`src/hdl/prot_seq_pkg.sv`:
```
// constants and state type for the input protection sequencer
package prot_seq_pkg;
   localparam int unsigned CLK_FREQ_HZ        = 100_000_000;
   localparam int unsigned DEBOUNCE_TIME_MS   = 160;
   localparam int unsigned BLANK_TIME_MS      = 20;
   localparam int unsigned RETRY_TIME_MS      = 160;
   localparam int unsigned CYC_PER_MS         = CLK_FREQ_HZ / 1000;
   localparam int unsigned DEBOUNCE_CYCLES    = DEBOUNCE_TIME_MS * CYC_PER_MS;
   localparam int unsigned BLANK_CYCLES       = BLANK_TIME_MS * CYC_PER_MS;
   localparam int unsigned RETRY_CYCLES       = RETRY_TIME_MS * CYC_PER_MS;
   localparam int unsigned TIMER_W            = 25;

   typedef enum logic [2:0]
   {
      ST_OFF,
      ST_DEBOUNCE,
      ST_ON,
      ST_BLANK,
      ST_RETRY,
      ST_THERMAL
   } seq_state_t;
endpackage : prot_seq_pkg

```
`src/hdl/input_protection_fault_sequencer.sv`:
```
// control sequencer for a charger-input protection switch
//
// Summary of operation
// - input over/under voltage forces switch off
// - valid input waits 160ms before switch on
// - wait flag low during debounce and retry
// - wait flag released at switch on, never high
// - current at limit stays on 20ms
// - blank timer starts on current-limit onset
// - limit clears early: timer cleared, stay on
// - blank elapsed: switch off, start 160ms retry
// - retry end turns on; repeat while overcurrent
// - battery above 4.4V is a voltage fault
// - over temperature switches off at once
// - leave thermal shutdown after 10C cooling
// - enable input high keeps switch off
// - debounce runs only within voltage window
`timescale 1ns/1ps
module input_protection_fault_sequencer
#(
   parameter int unsigned DEBOUNCE_CYC = prot_seq_pkg::DEBOUNCE_CYCLES,
   parameter int unsigned BLANK_CYC    = prot_seq_pkg::BLANK_CYCLES,
   parameter int unsigned RETRY_CYC    = prot_seq_pkg::RETRY_CYCLES
)
(
   // clock and reset
   input  wire logic clk_sys,
   input  wire logic resetn,
   // asynchronous fault indications and enable
   input  wire logic input_overvoltage_fault,
   input  wire logic input_undervoltage_fault,
   input  wire logic current_limit_active,
   input  wire logic battery_overvoltage_fault,
   input  wire logic thermal_trip_hot,
   input  wire logic thermal_cooled,
   input  wire logic enable_n,
   // switch control and open-drain wait flag
   output logic      pass_switch_on,
   output logic      startup_wait_flag_n_o,
   output logic      startup_wait_flag_n_oe_n
);
   import prot_seq_pkg::*;

   localparam int NSYNC = 7;

   logic [NSYNC-1:0] sync1_reg;
   logic [NSYNC-1:0] sync2_reg;
   logic [NSYNC-1:0] raw_in;

   assign raw_in = {enable_n, thermal_cooled, thermal_trip_hot, battery_overvoltage_fault,
                    current_limit_active, input_undervoltage_fault, input_overvoltage_fault};

   always_ff @(posedge clk_sys or negedge resetn)
   begin
      if (!resetn)
      begin
         // both stages reset to disabled, so no false enable follows reset
         sync1_reg <= {1'b1, {(NSYNC-1){1'b0}}};
         sync2_reg <= {1'b1, {(NSYNC-1){1'b0}}};
      end
      else
      begin
         sync1_reg <= raw_in;
         sync2_reg <= sync1_reg;
      end
   end

   logic ov_s, uv_s, ilim_s, bat_s, hot_s, cool_s, en_n_s;
   assign ov_s   = sync2_reg[0];
   assign uv_s   = sync2_reg[1];
   assign ilim_s = sync2_reg[2];
   assign bat_s  = sync2_reg[3];
   assign hot_s  = sync2_reg[4];
   assign cool_s = sync2_reg[5];
   assign en_n_s = sync2_reg[6];

   logic volt_fault;
   logic any_fault;
   assign volt_fault = ov_s | uv_s | bat_s;
   assign any_fault  = volt_fault | en_n_s;

   seq_state_t           state_reg, state_next;
   logic [TIMER_W-1:0]   timer_reg, timer_next;
   logic                 switch_reg, switch_next;
   logic                 flag_oe_n_reg, flag_oe_n_next;

   always_comb
   begin
      state_next  = state_reg;
      timer_next  = timer_reg;
      if (hot_s)
      begin
         state_next = ST_THERMAL;
         timer_next = '0;
      end
      else if (any_fault && state_reg != ST_THERMAL)
      begin
         state_next = ST_OFF;
         timer_next = '0;
      end
      else
      begin
         unique case (state_reg)
            ST_OFF:
            begin
               state_next = ST_DEBOUNCE;
               timer_next = '0;
            end
            ST_DEBOUNCE:
            begin
               if (timer_reg == TIMER_W'(DEBOUNCE_CYC - 1))
               begin
                  state_next = ST_ON;
                  timer_next = '0;
               end
               else
                  timer_next = timer_reg + TIMER_W'(1);
            end
            ST_ON:
            begin
               timer_next = '0;
               if (ilim_s)
                  state_next = ST_BLANK;
            end
            ST_BLANK:
            begin
               if (!ilim_s)
               begin
                  state_next = ST_ON;
                  timer_next = '0;
               end
               else if (timer_reg == TIMER_W'(BLANK_CYC - 1))
               begin
                  state_next = ST_RETRY;
                  timer_next = '0;
               end
               else
                  timer_next = timer_reg + TIMER_W'(1);
            end
            ST_RETRY:
            begin
               if (timer_reg == TIMER_W'(RETRY_CYC - 1))
               begin
                  state_next = ST_ON;
                  timer_next = '0;
               end
               else
                  timer_next = timer_reg + TIMER_W'(1);
            end
            ST_THERMAL:
            begin
               timer_next = '0;
               if (cool_s)
                  state_next = ST_OFF;
            end
            default:
            begin
               state_next = ST_OFF;
               timer_next = '0;
            end
         endcase
      end
      switch_next    = (state_next == ST_ON) || (state_next == ST_BLANK);
      flag_oe_n_next = !((state_next == ST_DEBOUNCE) || (state_next == ST_RETRY));
   end

   always_ff @(posedge clk_sys or negedge resetn)
   begin
      if (!resetn)
      begin
         state_reg     <= ST_OFF;
         timer_reg     <= '0;
         switch_reg    <= 1'b0;
         flag_oe_n_reg <= 1'b1;
      end
      else
      begin
         state_reg     <= state_next;
         timer_reg     <= timer_next;
         switch_reg    <= switch_next;
         flag_oe_n_reg <= flag_oe_n_next;
      end
   end

   assign pass_switch_on           = switch_reg;
   assign startup_wait_flag_n_oe_n = flag_oe_n_reg;
   assign startup_wait_flag_n_o    = 1'b0;

   // cycles the wait flag has been held low, checked against the intervals
   logic [TIMER_W-1:0]   wait_cnt_reg, wait_cnt_next;

   always_comb
   begin
      if (!startup_wait_flag_n_oe_n)
         wait_cnt_next = wait_cnt_reg + TIMER_W'(1);
      else
         wait_cnt_next = '0;
   end

   always_ff @(posedge clk_sys or negedge resetn)
   begin
      if (!resetn)
         wait_cnt_reg <= '0;
      else
         wait_cnt_reg <= wait_cnt_next;
   end
endmodule : input_protection_fault_sequencer

```
`config.mk`:
```
export PLATFORM = sky130hd
export DESIGN_NAME = input_protection_fault_sequencer
export DESIGN_NICKNAME = d
export VERILOG_FILES = /design/src/hdl/prot_seq_pkg.sv /design/src/hdl/input_protection_fault_sequencer.sv
export SDC_FILE = /design/constraint.sdc
export NUM_CORES = 1
export LEC_CHECK = 0
export ABC_CLOCK_PERIOD_IN_PS = 2720
export BUFFER_PORTS_ARGS = -buffer_cell sky130_fd_sc_hd__buf_2
export CAP_MARGIN = 20
export CORE_MARGIN = 3
export CORE_UTILIZATION = 59
export CTS_BUF_LIST = sky130_fd_sc_hd__clkbuf_16
export CTS_CLUSTER_SIZE = 25
export DETAILED_ROUTE_END_ITERATION = 12
export PLACE_DENSITY = 0.74
export SLEW_MARGIN = 30
export SYNTH_ARGS = -nofsm -noshare
export SYNTH_HDL_FRONTEND = slang
export SYNTH_SLANG_ARGS = --single-unit
```
`constraint.sdc`:
```
create_clock -name clk_sys -period 2.72 [get_ports clk_sys]
set_input_delay 0.136 -clock clk_sys [delete_from_list [all_inputs] [get_ports clk_sys]]
set_output_delay 0.136 -clock clk_sys [all_outputs]
set_load 0.02 [all_outputs]
```
==> reports/summary.md <==
The required time at the endpoint of the critical path was 2920 ps; the final critical delay including setup and external delays was 2381 ps. The setup skew after layout came out at 5.614 ps. The number of buffers inserted during clock tree synthesis came out at 5.

The longest clock path from root to sink contains 2 buffers. Of the total power, combinational logic draws 5.6%. The congestion estimate from routability-driven global placement came to 0.8421. In this run the worst path has a maximum fanout of 25. The worst hold path belongs to the class flip-flop to flip-flop. The critical path in this run is classified as flip-flop to flip-flop.

For this run, the top clock speed supported by timing is 0.4201 GHz. Once the clock tree was built, the setup fixing pass inserted 0 buffers. Number of setup violations in the final report: 0. The register area share after synthesis is 54.91%.

The logs give 1427 for the via count of the first global-routing pass and 188 for the count of mapped cells out of synthesis. The HPWL after detailed placement came out at 2439 um. Per report_power, the clock group accounts for 47.1% of the total. Total nets after synthesis: 198. The run gives 63.81% as the starting density of the core. The count of final hold-check violations came out at 0. For this design the top-level I/O count stands at 12. The floorplan die area was 4147 um2; the number of flip-flops under the largest register name was 25. In this run, post-CTS repair resized a total of 0 instances. The worst setup path is captured at a flip-flop. In this run, placement finished with an instance count of 237. Entering global routing, the biggest net connects 45 pins. The mean instance size in the synthesized netlist is 10.70 um2, and the net total in the final layout is 218.

After the flow finishes, the layout carries non-filler instances totaling 253. For the number of antenna violations at the first check in global routing, the log shows 0. The logs give 47.4% for the sequential share of power and 0 for the remaining antenna violation count. After layout, the worst path uses 87.52% of the clock period. Of the cells placed in the final design, the portion with a size suffix greater than 1 is 17.70%. The internal power of the cells totals 0.001143 W. For the number of placement rows, the log shows 20. Dividing the detail-routed wire length by the instance count gives 14.19 um.

For the number of warnings issued by yosys, the log shows 0. Count of input and output buffers: 10. The cell sitting at the root of the clock tree is a sky130_fd_sc_hd__clkbuf_16. The worst setup path is launched from a flip-flop.

In the routed design, unresolved DRC markers number 0. After detailed routing, the number of vias per cell comes to 5.542. For the setup total negative slack, the log shows 0 ps.

In this run the tightest slew margin relative to its limit is 63.84%. For the floorplan core area, the log shows 3153 um2. TritonCTS built the clock tree. In this run the power density over the cells is 623.3 nW/um2.

The die is 64.40 um tall. The number of max-slew violations in the final report came out at 0. In this run the number of H-tree levels came out at 2. STA puts the critical path data arrival time at 2580 ps.

The total routing resource utilization after global routing is 20.17%, and the signed area change from the synthesized netlist to the final layout is 15.86%. The synthesized netlist occupies a cell area of 2012 um2. The run gives 0 as the number of antenna repair diodes.

For the worst-skew pair, the clock arrives at the later sink with an insertion delay of 280 ps. The via total after detailed routing was 1402; the maximum VDD drop was 726.5 uV. The clock drives 44 sinks.

The switching share of power was 21.31%; the slew at the pin closest to its max-slew limit was 537.5 ps. Number of synthesized register bits: 44. Clock-pin slew was measured on the worst setup and hold paths at 60 ps.

Total congestion overflow: 0. The run finished with clean final reports. The die width is 64.40 um, and the first-pass GRT wire length is 6348 um.

The filler cell count was 234; the number of iterations in the first detailed-routing pass was 5. The run gives 3589 um as the wire length after detailed routing. Count of max-cap constraint violations: 0. For flop-to-flop paths, the worst setup slack is 340 ps.

Detailed router's first-iteration violation count: 83. Setup repair after global routing left no endpoint under its margin. For this design the static power due to leakage is 0.9554 nW.

The number of library cell types mapped by synthesis is 42, and the switching power of the nets is 0.0003097 W.
[layout make-up]
class | instances | area [um2] | area share (%)
multi-input combinational | 135 | 850.8 | 36.50
sequential | 44 | 1105 | 47.40
inverter | 4 | 15.01 | 0.6441
tap | 44 | 55.05 | 2.362
clock inverter | 3 | 47.55 | 2.040
timing repair buffer | 18 | 132.6 | 5.690
clock buffer | 5 | 125.1 | 5.368
[timing repair]
item                       CTS  global route
hold buffers                 7             1
hold endpoints to repair     7            41
setup endpoints to repair    0             0
[final timing paths]
| kind | start | endpoint | depth (start not counted) |
|---|---|---|---|
| worst max-delay path | timer_reg[0] | timer_reg[11] | 7 |
| worst min register to register | sync1_reg[4] | sync2_reg[4] | 0 |
| min in group asynchronous | resetn | sync2_reg[4] | 2 |
| worst max register to register | timer_reg[0] | timer_reg[11] | 7 |
| max in group asynchronous | resetn | startup_wait_flag_n_oe_n | 2 |
| worst min-delay path | sync1_reg[4] | sync2_reg[4] | 0 |
[power by group through the flow]
stage	Sequential, W	Clock, W	Combinational (W)
after global placement	0.000698	0	0.0000703
after global routing	0.000690	0.000715	0.0000917
after floorplan	0.000693	0	0.0000576
after detailed placement	0.000699	0	0.0000726
after CTS	0.000688	0.000691	0.0000807
final	0.000688	0.000684	0.0000808
[per-layer routing]
metal / global-route usage (%) / part of all wire, %
met1: 24.51 / 43
met2: 35.70 / 51
met3: 4.218 / 4.7
met4: 6.332 / 1.2
met5: 0 / 0
[critical path: stages (launching register included)]
cell                      delay (ps)
sky130_fd_sc_hd__dfrtp_1         420
sky130_fd_sc_hd__ha_1            260
sky130_fd_sc_hd__and3_1          240
sky130_fd_sc_hd__nand2_1         210
sky130_fd_sc_hd__nor4_1          110
sky130_fd_sc_hd__or3_1           330
sky130_fd_sc_hd__a221o_4         560
sky130_fd_sc_hd__nor2_1          170
[Yosys cell counts]
cell | count | area, um2
sky130_fd_sc_hd__nand4_1 | 3 | 18.77
sky130_fd_sc_hd__nor3b_1 | 2 | 15.01
sky130_fd_sc_hd__nand3_1 | 14 | 70.07
sky130_fd_sc_hd__nor4b_1 | 1 | 8.760
sky130_fd_sc_hd__nor2b_1 | 1 | 6.260
sky130_fd_sc_hd__nand2b_2 | 1 | 8.760
sky130_fd_sc_hd__conb_1 | 1 | 3.750
sky130_fd_sc_hd__buf_8 | 1 | 15.01
sky130_fd_sc_hd__a311o_1 | 1 | 10.01
sky130_fd_sc_hd__or4b_1 | 1 | 10.01
sky130_fd_sc_hd__nand4b_1 | 1 | 8.760
sky130_fd_sc_hd__clkbuf_1 | 2 | 7.510
sky130_fd_sc_hd__a221o_4 | 1 | 21.27
sky130_fd_sc_hd__a21oi_1 | 1 | 5.000
sky130_fd_sc_hd__a22o_1 | 1 | 8.760
sky130_fd_sc_hd__o31ai_1 | 1 | 7.510
sky130_fd_sc_hd__buf_4 | 1 | 7.510
sky130_fd_sc_hd__nand3b_1 | 1 | 7.510
sky130_fd_sc_hd__dfstp_2 | 3 | 78.83
sky130_fd_sc_hd__nand4_2 | 1 | 12.51
sky130_fd_sc_hd__o22ai_2 | 1 | 12.51
sky130_fd_sc_hd__o211ai_1 | 1 | 7.510
sky130_fd_sc_hd__a21o_1 | 3 | 22.52
sky130_fd_sc_hd__nor4_1 | 5 | 31.28
sky130_fd_sc_hd__inv_1 | 4 | 15.01
sky130_fd_sc_hd__xnor2_1 | 11 | 96.34
sky130_fd_sc_hd__buf_6 | 1 | 11.26
sky130_fd_sc_hd__nor2_1 | 25 | 93.84
sky130_fd_sc_hd__or4_1 | 2 | 15.01
sky130_fd_sc_hd__nand2_1 | 14 | 52.55
sky130_fd_sc_hd__ha_1 | 1 | 12.51
sky130_fd_sc_hd__and2_1 | 1 | 6.260
sky130_fd_sc_hd__and4_1 | 1 | 8.760
sky130_fd_sc_hd__or3_1 | 1 | 6.260
sky130_fd_sc_hd__nor2_2 | 10 | 62.56
sky130_fd_sc_hd__or4_4 | 1 | 11.26
sky130_fd_sc_hd__o21ai_0 | 2 | 10.01
sky130_fd_sc_hd__and3_1 | 4 | 25.02
sky130_fd_sc_hd__xor2_1 | 14 | 122.6
sky130_fd_sc_hd__or2_2 | 1 | 6.260
sky130_fd_sc_hd__dfrtp_1 | 41 | 1026
sky130_fd_sc_hd__nor3_1 | 5 | 25.02
[through the flow]
step / hold WS [ps] / util (%) / worst slack, ps / area, um2 / total power (W)
2_1_floorplan: -159.6 / - / 582.1 / 2012 / 0.0007504
3_3_place_gp: 242.4 / 65.83 / 444.0 / 2076 / 0.0007686
3_5_place_dp: 242.9 / 65.83 / 375.6 / 2076 / 0.0007721
4_1_cts: 23.51 / 73.53 / 345.5 / 2318 / 0.001460
5_1_grt: 355.4 / 73.93 / 203.4 / 2331 / 0.001497
6_report: 350.6 / 73.93 / 339.4 / 2331 / 0.001453
[cells by family (layout without fill, tap and decap cells)]
logic type               after synthesis  after routing  synth area share [%]
adder cells (fa/ha/maj)                1              1                0.6218
AND/OR/NAND/NOR                       96             96                 25.37
flip-flops                            44             44                 54.91
AO/OA/AOI/OAI                         12             12                 5.224
buffers and inverters                  9             30                 2.798
XOR/XNOR                              25             25                 10.88
other                                  1              1                0.1864
[layout by cell type (no fill, tap or decap), types with 2 or more instances in the layout]
master	netlist	layout
sky130_fd_sc_hd__buf_2	0	9
sky130_fd_sc_hd__o21ai_0	2	2
sky130_fd_sc_hd__nor2_2	10	10
sky130_fd_sc_hd__or4_1	2	2
sky130_fd_sc_hd__clkbuf_16	0	5
sky130_fd_sc_hd__nand3_1	14	14
sky130_fd_sc_hd__nor4_1	5	5
sky130_fd_sc_hd__clkinv_4	0	2
sky130_fd_sc_hd__nand2_1	14	14
sky130_fd_sc_hd__xnor2_1	11	11
sky130_fd_sc_hd__nor3b_1	2	2
sky130_fd_sc_hd__dlygate4sd3_1	0	8
sky130_fd_sc_hd__nor3_1	5	5
sky130_fd_sc_hd__nand4_1	3	3
sky130_fd_sc_hd__a21o_1	3	3
sky130_fd_sc_hd__inv_1	4	4
sky130_fd_sc_hd__dfrtp_1	41	41
sky130_fd_sc_hd__nor2_1	25	25
sky130_fd_sc_hd__and3_1	4	4
sky130_fd_sc_hd__dfstp_2	3	3
sky130_fd_sc_hd__xor2_1	14	14
(Power assumes the default switching activity.)
